--- config.mk ---
export PLATFORM = sky130hd
export DESIGN_NAME = spp_top
export DESIGN_NICKNAME = d
export VERILOG_FILES = /design/src/rtl/spp_pkg.sv /design/src/rtl/spp_tmr_if.sv /design/src/rtl/spp_tick_cnt.sv /design/src/rtl/spp_top.sv
export VERILOG_INCLUDE_DIRS = /design/src /design/src/rtl
export SDC_FILE = /design/constraint.sdc
export NUM_CORES = 1
export LEC_CHECK = 0
export BUFFER_PORTS_ARGS = -buffer_cell sky130_fd_sc_hd__buf_2
export CORE_ASPECT_RATIO = 1.1
export CORE_MARGIN = 8
export CORE_UTILIZATION = 30
export CTS_BUF_LIST = sky130_fd_sc_hd__clkbuf_16
export DETAILED_ROUTE_END_ITERATION = 12
export GPL_TIMING_DRIVEN = 1
export SYNTH_ARGS = -nofsm -noshare
export SYNTH_HDL_FRONTEND = slang
export SYNTH_SLANG_ARGS = --single-unit
--- constraint.sdc ---
create_clock -name clk_sys_in -period 14.8 [get_ports clk_sys_in]
set_clock_uncertainty 0.05 [all_clocks]
set_input_delay 0.74 -clock clk_sys_in [delete_from_list [all_inputs] [get_ports clk_sys_in]]
set_output_delay 0.74 -clock clk_sys_in [all_outputs]
set_load 0.05 [all_outputs]
--- src/rtl/spp_params.svh ---
`ifndef SPP_PARAMS_SVH
`define SPP_PARAMS_SVH

`define SPP_CLK_HZ 20000000
`define SPP_TICK_MS 100
`define SPP_TICK_CYCLES ((`SPP_CLK_HZ / 1000) * `SPP_TICK_MS)
`define SPP_TICKS_PER_S 24'h00000a
`define SPP_TICKS_PER_MIN 24'h000258

`define SPP_A_PROG 8'h00
`define SPP_A_RAMP 8'h01
`define SPP_A_FREQ2 8'h02
`define SPP_A_FREQ8 8'h08
`define SPP_A_TMR1 8'h09
`define SPP_A_TMR8 8'h10
`define SPP_A_RESUME 8'h11
`define SPP_A_OVS 8'h12
`define SPP_A_ACCL 8'h13
`define SPP_A_STDL 8'h14
`define SPP_A_DECL 8'h15
`define SPP_A_OTMD 8'h16
`define SPP_A_OTLV 8'h17
`define SPP_A_OTTM 8'h18
`define SPP_A_AUXN 8'h19
`define SPP_A_ALT 8'h1a
`define SPP_A_LOCK 8'h1b
`define SPP_A_HST 8'h1c
`define SPP_A_STS 8'h1d
`define SPP_A_MASK 8'h1e
`define SPP_A_STATE 8'h1f

`define SPP_PROG_INTERNAL 3'h4

`define SPP_EV_ALARM 0
`define SPP_EV_TRIP 1
`define SPP_EV_STEP 2
`define SPP_EV_SWAP 3
`define SPP_EV_STALL 4
`define SPP_EV_W 5

`define SPP_DEF_PROG 3'h0
`define SPP_DEF_RAMP 16'h0000
`define SPP_DEF_FREQ2 16'h05dc
`define SPP_DEF_FREQ3 16'h07d0
`define SPP_DEF_FREQ4 16'h09c4
`define SPP_DEF_FREQ5 16'h0bb8
`define SPP_DEF_FREQ6 16'h0dac
`define SPP_DEF_FREQ7 16'h0fa0
`define SPP_DEF_FREQ8 16'h0032
`define SPP_DEF_TMR12 16'h0064
`define SPP_DEF_TMRX 16'h0000
`define SPP_DEF_RESUME 1'h0
`define SPP_DEF_OVS 1'h1
`define SPP_DEF_ACCL 8'h96
`define SPP_DEF_STDL 8'h00
`define SPP_DEF_DECL 8'h96
`define SPP_DEF_OTMD 2'h0
`define SPP_DEF_OTLV 8'h00
`define SPP_DEF_OTTM 8'h0a
`define SPP_DEF_AUXN 2'h0
`define SPP_DEF_ALT 16'h003c
`define SPP_DEF_LOCK 8'h05
`define SPP_DEF_HST 8'h3c

`endif

--- src/rtl/spp_pkg.sv ---
package spp_pkg;
  typedef logic [23:0] spp_cnt_t;
  typedef enum logic [1:0] {
    SPP_SEQ_IDLE = 2'h0,
    SPP_SEQ_RUN = 2'h1,
    SPP_SEQ_HOLD = 2'h3
  } spp_seq_t;
  typedef enum logic [1:0] {
    SPP_PMP_OFF = 2'h0,
    SPP_PMP_WAIT = 2'h1,
    SPP_PMP_DUTY = 2'h3,
    SPP_PMP_LOCK = 2'h2
  } spp_pmp_t;
endpackage

--- src/rtl/spp_tmr_if.sv ---
`timescale 1ns/10ps
interface spp_tmr_if;
  logic tick;
  logic en;
  logic clr;
  spp_pkg::spp_cnt_t cnt;
  modport ctl (output tick, output en, output clr, input cnt);
  modport tmr (input tick, input en, input clr, output cnt);
endinterface

--- src/rtl/spp_tick_cnt.sv ---
`timescale 1ns/10ps
module spp_tick_cnt (
  input wire logic clk_sys_in,
  input wire logic rstn_in,
  spp_tmr_if.tmr t
);
  spp_pkg::spp_cnt_t cnt_q;

  // saturates so long waits never wrap back into a false match
  always_ff @(posedge clk_sys_in or negedge rstn_in) begin
    if (!rstn_in) begin
      cnt_q <= 24'h000000;
    end else if (t.clr) begin
      cnt_q <= 24'h000000;
    end else if (t.en && t.tick && cnt_q != 24'hffffff) begin
      cnt_q <= cnt_q + 24'h000001;
    end
  end

  assign t.cnt = cnt_q;
endmodule // spp_tick_cnt

--- src/rtl/spp_top.sv ---
`timescale 1ns/10ps
`include "spp_params.svh"
module spp_top #(
  parameter int unsigned TICK_CYCLES = `SPP_TICK_CYCLES
) (
  input wire logic clk_sys_in,
  input wire logic rstn_in,
  input wire logic [7:0] addr_in,
  input wire logic [15:0] wr_data_in,
  input wire logic wr_in,
  input wire logic rd_in,
  output logic [15:0] rd_data_out,
  input wire logic run_in,
  input wire logic fault_in,
  input wire logic accel_in,
  input wire logic steady_in,
  input wire logic decel_in,
  input wire logic freq_reached_in,
  input wire logic high_speed_in,
  input wire logic [7:0] current_pct_in,
  input wire logic dcbus_over_in,
  input wire logic [15:0] main_freq_in,
  output logic [1:0] ramp_pair_out,
  output logic [15:0] step_freq_out,
  output logic [2:0] step_index_out,
  output logic accel_hold_out,
  output logic steady_lower_out,
  output logic decel_hold_out,
  output logic ot_alarm_out,
  output logic ot_trip_out,
  output logic drive_enable_out,
  output logic [1:0] pump_contact_out,
  output logic irq_out
);
  logic [2:0] prog_q;
  logic [15:0] ramp_word_q;
  logic [15:0] freq_q [7:1];
  logic [15:0] tmr_q [8];
  logic resume_q, ovs_q;
  logic [7:0] accl_q, stdl_q, decl_q, otlv_q, ottm_q, lock_q, hst_q;
  logic [1:0] otmd_q, auxn_q;
  logic [15:0] alt_q;
  logic [`SPP_EV_W-1:0] sts_q, mask_q, ev;
  logic [15:0] rd_val, rd_q;
  logic [23:0] tick_cnt_q;
  logic tick;
  logic dc_s1_q, dc_s2_q;
  spp_pkg::spp_seq_t seq_q, seq_d;
  logic [2:0] step_q, step_d;
  logic sclr, adv, run_ok, step_done, any_nz;
  logic [1:0] ramp_q;
  logic [15:0] sfreq_q;
  logic ot_act, alarm_q, trip_q, trip_set, alarm_nx;
  logic acc_q, std_q, dec_q, stall_prev_q;
  spp_pkg::spp_pmp_t pst_q, pst_d;
  logic duty_q, duty_d, pclr, pswap;
  logic [1:0] pump_q;
  logic [23:0] hs_lim, alt_lim, lock_lim;
  logic [2:0] w_fidx, w_tidx, r_fidx, r_tidx;

  spp_tmr_if step_if ();
  spp_tmr_if ot_if ();
  spp_tmr_if pmp_if ();

  spp_tick_cnt u_step_tmr (.clk_sys_in(clk_sys_in), .rstn_in(rstn_in), .t(step_if));
  spp_tick_cnt u_ot_tmr (.clk_sys_in(clk_sys_in), .rstn_in(rstn_in), .t(ot_if));
  spp_tick_cnt u_pmp_tmr (.clk_sys_in(clk_sys_in), .rstn_in(rstn_in), .t(pmp_if));

  function automatic logic [15:0] def_freq(input int i);
    logic [15:0] v;
    v = `SPP_DEF_FREQ8;
    case (i)
      1: v = `SPP_DEF_FREQ2;
      2: v = `SPP_DEF_FREQ3;
      3: v = `SPP_DEF_FREQ4;
      4: v = `SPP_DEF_FREQ5;
      5: v = `SPP_DEF_FREQ6;
      6: v = `SPP_DEF_FREQ7;
      default: v = `SPP_DEF_FREQ8;
    endcase
    return v;
  endfunction

  // first step at (when incl is set) or after the start whose timer is nonzero
  function automatic logic [2:0] pick_step(input logic [2:0] from, input logic incl);
    logic [2:0] res;
    logic [2:0] c;
    logic hit;
    res = incl ? from : 3'(from + 3'h1);
    hit = 1'b0;
    for (int i = 0; i < 8; i++) begin
      c = 3'(from + 3'(i) + {2'h0, ~incl});
      if (!hit && tmr_q[c] != 16'h0000) begin
        res = c;
        hit = 1'b1;
      end
    end
    return res;
  endfunction

  function automatic logic [15:0] freq_of(input logic [2:0] s);
    return (s == 3'h0) ? main_freq_in : freq_q[s];
  endfunction

  assign w_fidx = 3'(addr_in - `SPP_A_FREQ2 + 8'h01);
  assign w_tidx = 3'(addr_in - `SPP_A_TMR1);
  assign r_fidx = w_fidx;
  assign r_tidx = w_tidx;

  always_ff @(posedge clk_sys_in or negedge rstn_in) begin
    if (!rstn_in) begin
      prog_q <= `SPP_DEF_PROG;
      ramp_word_q <= `SPP_DEF_RAMP;
      for (int i = 1; i < 8; i++) begin
        freq_q[i] <= def_freq(i);
      end
      for (int i = 0; i < 8; i++) begin
        tmr_q[i] <= (i < 2) ? `SPP_DEF_TMR12 : `SPP_DEF_TMRX;
      end
      resume_q <= `SPP_DEF_RESUME;
      ovs_q <= `SPP_DEF_OVS;
      accl_q <= `SPP_DEF_ACCL;
      stdl_q <= `SPP_DEF_STDL;
      decl_q <= `SPP_DEF_DECL;
      otmd_q <= `SPP_DEF_OTMD;
      otlv_q <= `SPP_DEF_OTLV;
      ottm_q <= `SPP_DEF_OTTM;
      auxn_q <= `SPP_DEF_AUXN;
      alt_q <= `SPP_DEF_ALT;
      lock_q <= `SPP_DEF_LOCK;
      hst_q <= `SPP_DEF_HST;
      mask_q <= '0;
    end else if (wr_in) begin
      if (addr_in == `SPP_A_PROG) begin
        prog_q <= wr_data_in[2:0];
      end else if (addr_in == `SPP_A_RAMP) begin
        ramp_word_q <= wr_data_in;
      end else if (addr_in >= `SPP_A_FREQ2 && addr_in <= `SPP_A_FREQ8) begin
        freq_q[w_fidx] <= wr_data_in;
      end else if (addr_in >= `SPP_A_TMR1 && addr_in <= `SPP_A_TMR8) begin
        tmr_q[w_tidx] <= wr_data_in;
      end else if (addr_in == `SPP_A_RESUME) begin
        resume_q <= wr_data_in[0];
      end else if (addr_in == `SPP_A_OVS) begin
        ovs_q <= wr_data_in[0];
      end else if (addr_in == `SPP_A_ACCL) begin
        accl_q <= wr_data_in[7:0];
      end else if (addr_in == `SPP_A_STDL) begin
        stdl_q <= wr_data_in[7:0];
      end else if (addr_in == `SPP_A_DECL) begin
        decl_q <= wr_data_in[7:0];
      end else if (addr_in == `SPP_A_OTMD) begin
        otmd_q <= wr_data_in[1:0];
      end else if (addr_in == `SPP_A_OTLV) begin
        otlv_q <= wr_data_in[7:0];
      end else if (addr_in == `SPP_A_OTTM) begin
        ottm_q <= wr_data_in[7:0];
      end else if (addr_in == `SPP_A_AUXN) begin
        auxn_q <= wr_data_in[1:0];
      end else if (addr_in == `SPP_A_ALT) begin
        alt_q <= wr_data_in;
      end else if (addr_in == `SPP_A_LOCK) begin
        lock_q <= wr_data_in[7:0];
      end else if (addr_in == `SPP_A_HST) begin
        hst_q <= wr_data_in[7:0];
      end else if (addr_in == `SPP_A_MASK) begin
        mask_q <= wr_data_in[`SPP_EV_W-1:0];
      end
    end
  end

  always_comb begin
    rd_val = 16'h0000;
    if (addr_in == `SPP_A_PROG) begin
      rd_val = {13'h0000, prog_q};
    end else if (addr_in == `SPP_A_RAMP) begin
      rd_val = ramp_word_q;
    end else if (addr_in >= `SPP_A_FREQ2 && addr_in <= `SPP_A_FREQ8) begin
      rd_val = freq_q[r_fidx];
    end else if (addr_in >= `SPP_A_TMR1 && addr_in <= `SPP_A_TMR8) begin
      rd_val = tmr_q[r_tidx];
    end else if (addr_in == `SPP_A_RESUME) begin
      rd_val = {15'h0000, resume_q};
    end else if (addr_in == `SPP_A_OVS) begin
      rd_val = {15'h0000, ovs_q};
    end else if (addr_in == `SPP_A_ACCL) begin
      rd_val = {8'h00, accl_q};
    end else if (addr_in == `SPP_A_STDL) begin
      rd_val = {8'h00, stdl_q};
    end else if (addr_in == `SPP_A_DECL) begin
      rd_val = {8'h00, decl_q};
    end else if (addr_in == `SPP_A_OTMD) begin
      rd_val = {14'h0000, otmd_q};
    end else if (addr_in == `SPP_A_OTLV) begin
      rd_val = {8'h00, otlv_q};
    end else if (addr_in == `SPP_A_OTTM) begin
      rd_val = {8'h00, ottm_q};
    end else if (addr_in == `SPP_A_AUXN) begin
      rd_val = {14'h0000, auxn_q};
    end else if (addr_in == `SPP_A_ALT) begin
      rd_val = alt_q;
    end else if (addr_in == `SPP_A_LOCK) begin
      rd_val = {8'h00, lock_q};
    end else if (addr_in == `SPP_A_HST) begin
      rd_val = {8'h00, hst_q};
    end else if (addr_in == `SPP_A_STS) begin
      rd_val = {11'h000, sts_q};
    end else if (addr_in == `SPP_A_MASK) begin
      rd_val = {11'h000, mask_q};
    end else if (addr_in == `SPP_A_STATE) begin
      rd_val = {4'h0, trip_q, alarm_q, pump_q, duty_q, pst_q, seq_q, step_q};
    end
  end

  // unread cycles return zero so stale data never looks valid
  always_ff @(posedge clk_sys_in or negedge rstn_in) begin
    if (!rstn_in) begin
      rd_q <= 16'h0000;
    end else begin
      rd_q <= rd_in ? rd_val : 16'h0000;
    end
  end

  // a new event wins over a same-cycle write-one clear
  always_ff @(posedge clk_sys_in or negedge rstn_in) begin
    if (!rstn_in) begin
      sts_q <= '0;
    end else if (wr_in && addr_in == `SPP_A_STS) begin
      sts_q <= (sts_q & ~wr_data_in[`SPP_EV_W-1:0]) | ev;
    end else begin
      sts_q <= sts_q | ev;
    end
  end

  always_ff @(posedge clk_sys_in or negedge rstn_in) begin
    if (!rstn_in) begin
      tick_cnt_q <= 24'h000000;
    end else if (tick) begin
      tick_cnt_q <= 24'h000000;
    end else begin
      tick_cnt_q <= tick_cnt_q + 24'h000001;
    end
  end
  assign tick = (tick_cnt_q == 24'(TICK_CYCLES - 1));

  always_ff @(posedge clk_sys_in or negedge rstn_in) begin
    if (!rstn_in) begin
      dc_s1_q <= 1'b0;
      dc_s2_q <= 1'b0;
    end else begin
      dc_s1_q <= dcbus_over_in;
      dc_s2_q <= dc_s1_q;
    end
  end

  // program step sequencer
  assign run_ok = run_in && !fault_in && !trip_q && (prog_q == `SPP_PROG_INTERNAL);
  assign step_done = (step_if.cnt >= {8'h00, tmr_q[step_q]});
  always_comb begin
    seq_d = seq_q;
    step_d = step_q;
    sclr = 1'b0;
    adv = 1'b0;
    case (seq_q)
      spp_pkg::SPP_SEQ_IDLE: begin
        sclr = 1'b1;
        if (run_ok) begin
          seq_d = spp_pkg::SPP_SEQ_RUN;
          step_d = pick_step(3'h0, 1'b1);
        end
      end
      spp_pkg::SPP_SEQ_RUN: begin
        if (!run_ok) begin
          if (resume_q) begin
            seq_d = spp_pkg::SPP_SEQ_HOLD;
          end else begin
            seq_d = spp_pkg::SPP_SEQ_IDLE;
            step_d = 3'h0;
            sclr = 1'b1;
          end
        end else if (step_done) begin
          step_d = pick_step(step_q, 1'b0);
          sclr = 1'b1;
          adv = 1'b1;
        end
      end
      spp_pkg::SPP_SEQ_HOLD: begin
        if (!resume_q) begin
          seq_d = spp_pkg::SPP_SEQ_IDLE;
          step_d = 3'h0;
          sclr = 1'b1;
        end else if (run_ok) begin
          seq_d = spp_pkg::SPP_SEQ_RUN;
        end
      end
      default: begin
        seq_d = spp_pkg::SPP_SEQ_IDLE;
        sclr = 1'b1;
      end
    endcase
  end
  assign step_if.tick = tick;
  assign step_if.en = (seq_q == spp_pkg::SPP_SEQ_RUN);
  assign step_if.clr = sclr;

  always_ff @(posedge clk_sys_in or negedge rstn_in) begin
    if (!rstn_in) begin
      seq_q <= spp_pkg::SPP_SEQ_IDLE;
      step_q <= 3'h0;
      ramp_q <= 2'h0;
      sfreq_q <= 16'h0000;
    end else begin
      seq_q <= seq_d;
      step_q <= step_d;
      if (seq_d == spp_pkg::SPP_SEQ_RUN) begin
        ramp_q <= ramp_word_q[{step_d, 1'b0} +: 2];
        sfreq_q <= freq_of(step_d);
      end else begin
        ramp_q <= 2'h0;
        sfreq_q <= main_freq_in;
      end
    end
  end

  // stall prevention
  always_ff @(posedge clk_sys_in or negedge rstn_in) begin
    if (!rstn_in) begin
      acc_q <= 1'b0;
      std_q <= 1'b0;
      dec_q <= 1'b0;
      stall_prev_q <= 1'b0;
    end else begin
      acc_q <= accel_in && accl_q != 8'h00 && current_pct_in > accl_q;
      std_q <= steady_in && stdl_q != 8'h00 && current_pct_in > stdl_q;
      dec_q <= decel_in && ovs_q && dc_s2_q;
      stall_prev_q <= acc_q || std_q || dec_q;
    end
  end

  // over-torque
  assign ot_act = otlv_q != 8'h00 && run_in && !trip_q && (otmd_q[1] || freq_reached_in)
    && current_pct_in > otlv_q;
  assign alarm_nx = ot_act && ({ot_if.cnt, 1'b0} > 25'(ottm_q));
  assign trip_set = ot_act && otmd_q[0] && ot_if.cnt > 24'(ottm_q);
  assign ot_if.tick = tick;
  assign ot_if.en = ot_act;
  assign ot_if.clr = !ot_act;

  // trip holds until the operator drops the run command
  always_ff @(posedge clk_sys_in or negedge rstn_in) begin
    if (!rstn_in) begin
      alarm_q <= 1'b0;
      trip_q <= 1'b0;
    end else begin
      alarm_q <= alarm_nx;
      if (trip_set) begin
        trip_q <= 1'b1;
      end else if (!run_in) begin
        trip_q <= 1'b0;
      end
    end
  end

  // auxiliary pumps
  assign hs_lim = 24'(hst_q) * `SPP_TICKS_PER_S;
  assign alt_lim = 24'(alt_q) * `SPP_TICKS_PER_MIN;
  assign lock_lim = 24'(lock_q) * `SPP_TICKS_PER_S;
  always_comb begin
    pst_d = pst_q;
    duty_d = duty_q;
    pclr = 1'b0;
    pswap = 1'b0;
    if (auxn_q == 2'h0 || !run_in) begin
      pst_d = spp_pkg::SPP_PMP_OFF;
      pclr = 1'b1;
    end else begin
      case (pst_q)
        spp_pkg::SPP_PMP_OFF: begin
          pclr = 1'b1;
          if (high_speed_in) begin
            pst_d = spp_pkg::SPP_PMP_WAIT;
          end
        end
        spp_pkg::SPP_PMP_WAIT: begin
          if (!high_speed_in) begin
            pst_d = spp_pkg::SPP_PMP_OFF;
            pclr = 1'b1;
          end else if (pmp_if.cnt >= hs_lim) begin
            pst_d = spp_pkg::SPP_PMP_DUTY;
            pclr = 1'b1;
          end
        end
        spp_pkg::SPP_PMP_DUTY: begin
          if (auxn_q == 2'h2 && pmp_if.cnt >= alt_lim) begin
            pst_d = spp_pkg::SPP_PMP_LOCK;
            pclr = 1'b1;
          end
        end
        default: begin
          if (pmp_if.cnt >= lock_lim) begin
            pst_d = spp_pkg::SPP_PMP_DUTY;
            duty_d = ~duty_q;
            pclr = 1'b1;
            pswap = 1'b1;
          end
        end
      endcase
    end
    if (auxn_q == 2'h1) begin
      duty_d = 1'b0;
    end
  end
  assign pmp_if.tick = tick;
  assign pmp_if.en = 1'b1;
  assign pmp_if.clr = pclr;

  always_ff @(posedge clk_sys_in or negedge rstn_in) begin
    if (!rstn_in) begin
      pst_q <= spp_pkg::SPP_PMP_OFF;
      duty_q <= 1'b0;
      pump_q <= 2'h0;
    end else begin
      pst_q <= pst_d;
      duty_q <= duty_d;
      if (pst_d == spp_pkg::SPP_PMP_DUTY) begin
        pump_q <= duty_d ? 2'h2 : 2'h1;
      end else begin
        pump_q <= 2'h0;
      end
    end
  end

  always_comb begin
    ev = '0;
    ev[`SPP_EV_ALARM] = alarm_nx && !alarm_q;
    ev[`SPP_EV_TRIP] = trip_set && !trip_q;
    ev[`SPP_EV_STEP] = adv;
    ev[`SPP_EV_SWAP] = pswap;
    ev[`SPP_EV_STALL] = (acc_q || std_q || dec_q) && !stall_prev_q;
  end

  always_comb begin
    any_nz = 1'b0;
    for (int i = 0; i < 8; i++) begin
      any_nz = any_nz | (tmr_q[i] != 16'h0000);
    end
  end

  assign rd_data_out = rd_q;
  assign ramp_pair_out = ramp_q;
  assign step_freq_out = sfreq_q;
  assign step_index_out = step_q;
  assign accel_hold_out = acc_q;
  assign steady_lower_out = std_q;
  assign decel_hold_out = dec_q;
  assign ot_alarm_out = alarm_q;
  assign ot_trip_out = trip_q;
  assign drive_enable_out = run_in && !trip_q && !fault_in;
  assign pump_contact_out = pump_q;
  assign irq_out = |(sts_q & mask_q);
endmodule // spp_top

==> key figures <==
Worst setup path
  • Startpoint type of the worst setup path: register
  • Maximum fanout along the worst path: 24
  • Data required, critical path: ~15,000 ps
  • Setup slack on the worst flop-to-flop path: 8130 ps
  • Max incr delay on CP: 620 ps
  • Worst reg2reg startpoint: alt_q[5]
  • Critical path arrival: a little over 7000 ps
  • R2R depth: 32
  • Crit path capture type: register
  • Max stage delay cell, worst path: sky130_fd_sc_hd__dfstp_2
  • Worst setup path class: register to register
  • Endpoint of the lowest-slack register-to-register path: u_pmp_tmr.t.cnt[6]

Layout
  • Synthesis-to-layout area growth: 12.02%
  • Most common cell after layout, fill and taps aside: sky130_fd_sc_hd__dfrtp_1
  • Finished Core Util: around a third
  • Highest-count cells in the layout ignoring fill and taps: sky130_fd_sc_hd__dfrtp_1, sky130_fd_sc_hd__mux2_2, sky130_fd_sc_hd__nand2_1
  • Final nets: 3,460
  • Total non-filler cell area in the finished layout: approximately 36,000 sq um
  • Layout cells sized above 1: a little under a quarter

Drt
  • DRC errors left: 0
  • Wire length per cell after detailed routing: around 24 um
  • Total vias in the final route: approximately 26,000
  • 1st-iter DRT viols: about 2,700
  • Wire length reported by the detailed router: around 110 mm
  • Vias per std cell: approximately 5.6
  • Count of TritonRoute iterations in the first routing pass: 6
  • Antenna-violating nets left: 0

Clock network
  • Post-CTS Setup Bufs: 0
  • Number of CTS-inserted buffers: 55
  • TritonCTS clock tree: done
  • Cts hold-fix bufs: 0
  • Count of H-tree levels built during CTS: 2
  • Clock Path Buffers: 3
  • Buffer type at the clock tree root: sky130_fd_sc_hd__clkbuf_16
  • Clock Latency Late Sink: between 600 and 700 ps
  • Cts repair resizes: 0
  • Clock-pin slew of the registers on the worst-case setup and hold paths: 60 ps
  • Number of clock sinks: between 400 and 500

Run status
  • Status: complete, no violations

Timing
  • Time the worst path needs with I/O delays and setup: ~6700 ps
  • Setup Total Neg Slack: 0 ps
  • Tightest slew margin relative to the limit: 18.32%
  • Smallest hold slack: ~61 ps
  • Slew Viols, Final: 0
  • Final Hold Viols: 0
  • Setup repair after global routing missed its margin: no
  • Transition time at the pin with the least slew margin: 1221 ps
  • Final count of negative-setup-slack endpoints: 0
  • Fmax: roughly 150 MHz
  • Period utilization: 45.10%

Global route
  • All-Layer GR Usage: between 10% and 20%
  • Total global routing overflow: 0
  • Vias in the first global route: approximately 26,000
  • First-pass GRT wire length: between 150 and 200 mm
  • Largest net degree at the start of global routing: 137
  • Initial antenna violation count: 13

Placement
  • Port Buffers: roughly 110
  • Estimated wirelength of the detail-placed design: just under 80 mm
  • GP Congestion: roughly 1
  • Area after detailed placement: 33,830 sq um

Synthesis
  • Cell type with the largest total area after synthesis: sky130_fd_sc_hd__dfrtp_1
  • Library cells used by synthesis: 91
  • Net Count, Synth: about 3,400
  • Post-synthesis area per instance: between 10 and 15 sq um
  • Number of enable flip-flop cells after synthesis: 0
  • Synthesized flop and latch total: roughly 500
  • Synth area leaders: sky130_fd_sc_hd__dfrtp_1, sky130_fd_sc_hd__mux2_2, sky130_fd_sc_hd__ha_1
  • Cell area after technology mapping: between 30,000 and 40,000 sq um
  • Synthesis Warnings: 0
  • Synth Flop Type: sky130_fd_sc_hd__dfrtp_1
  • Sequential-to-total area share from yosys stat: between 30% and 40%
  • Share of flip-flops with an asynchronous set or reset: 100.0%
  • Count of mapped cells out of synthesis: approximately 3,100
  • Synth top area share: around 34%

Floorplanning
  • Core Area: 105,400 sq um
  • I/O pins: between 100 and 150
  • Overall die area: between 100,000 and 150,000 sq um
  • Std cell rows: 125
  • Y dimension of the die: 357.6 um
  • Effective utilization at floorplan: between 30 and 40%
  • Width of the die: 326.6 um

Flow run
  • Total of max-cap violations: 0

Power and ir drop
  • LEAKAGE: roughly 16 nW
  • PwrDens: approximately 120 nW/um^2
  • Highest ir drop seen on vdd: slightly below 0.09 mV

Min path
  • Hold Crit Class: primary input to async pin
per-layer routing:
| metal | vias up | share of wire [%] | global-route usage [%] |
|---|---|---|---|
| li1 | 11644 | - | - |
| met1 | 13108 | 42 | 24.09 |
| met3 | 256 | 7.7 | 3.946 |
| met4 | 10 | 4.5 | 7.721 |
| met5 | - | 0.057 | 0 |
| met2 | 1042 | 46 | 29.58 |
stage by stage:
step,cells,setup WS [ps],power [mW]
6_report,4632,8125,4.201
5_1_grt,4628,7521,4.390
4_1_cts,4627,8094,4.212
3_5_place_dp,4524,8142,2.801
3_3_place_gp,4524,8220,2.797
2_1_floorplan,3137,8925,2.407
synth_stat cells (all sizes together) (10+ instances only):
master,instances
dfstp,68
mux2,336
nor4,62
mux2i,65
o31ai,12
o21ai,115
ha,191
xor2,64
mux4,48
nor3b,10
or3,18
o221a,17
nand2,320
and4,11
nand2b,22
and3,28
a31oi,48
nor2b,22
nand4,38
o22ai,21
a32oi,24
clkbuf,115
nor2,247
a21o,34
a211oi,31
a22oi,19
o221ai,19
nor3,99
a21oi,103
inv,127
dfrtp,427
xnor2,49
o21a,23
a221oi,18
and2,10
nand3,81
o211ai,20
buf,46
fa,25
kinds of logic after synthesis:
group,synth area share (%)
AOI/OAI and AO/OA,12.53
and+or+nand+nor,15.02
DFF,39.18
muxes,17.38
buffers and inverters,3.706
adders and majority gates,9.079
xor gates and xnor gates,3.109
where the power goes:
part / total [mW] / switching [mW] / internal, mW
registers: 1.52 / 0.0964 / 1.43
clock network: 1.41 / 0.618 / 0.787
logic: 1.27 / 0.808 / 0.466
total: 4.20 / 1.52 / 2.68
layout make-up:
class / instances / area, sq um
repair buffers: 151 / 893.4
fillers: 10665 / 69750
clock inverters: 48 / 437.9
flip-flops and latches: 495 / 12480
multi-input cells: 2353 / 18240
well taps: 1397 / 1748
inverters: 128 / 480.5
clock buffers: 55 / 1376
diodes: 5 / 12.51
sequential cells by signal, summed over array words and instances (netlist names), 24 cells and up:
| name | cells |
|---|---|
| u_ot_tmr.t.cnt | 24 |
| freq_q | 112 |
| u_step_tmr.t.cnt | 24 |
| u_pmp_tmr.t.cnt | 24 |
| tick_cnt_q | 24 |
| tmr_q | 128 |
worst max-delay path: cells and delay by family, from the launching register on:
| kind | cells | cell delay [ps] |
|---|---|---|
| AO/OA/AOI/OAI | 16 | 2890 |
| XOR/XNOR | 1 | 90 |
| adder cells (fa/ha/maj) | 6 | 1900 |
| buffers and inverters | 3 | 160 |
| flip-flops | 1 | 620 |
| AND/OR/NAND/NOR | 6 | 820 |
worst max path at each step:
stage          startpoint                   to  slack [ps]  cells after the start
6_report         alt_q[5]   u_pmp_tmr.t.cnt[6]        8130                     32
4_1_cts          alt_q[5]   u_pmp_tmr.t.cnt[6]        8090                     32
3_5_place_dp     alt_q[4]   u_pmp_tmr.t.cnt[6]        8140                     28
2_1_floorplan    alt_q[4]  u_pmp_tmr.t.cnt[10]        8920                     31
5_1_grt          alt_q[5]  u_pmp_tmr.t.cnt[16]        7520                     32
3_3_place_gp     alt_q[5]   u_pmp_tmr.t.cnt[6]        8220                     32
No activity file was read; power rests on OpenSTA's default activity.
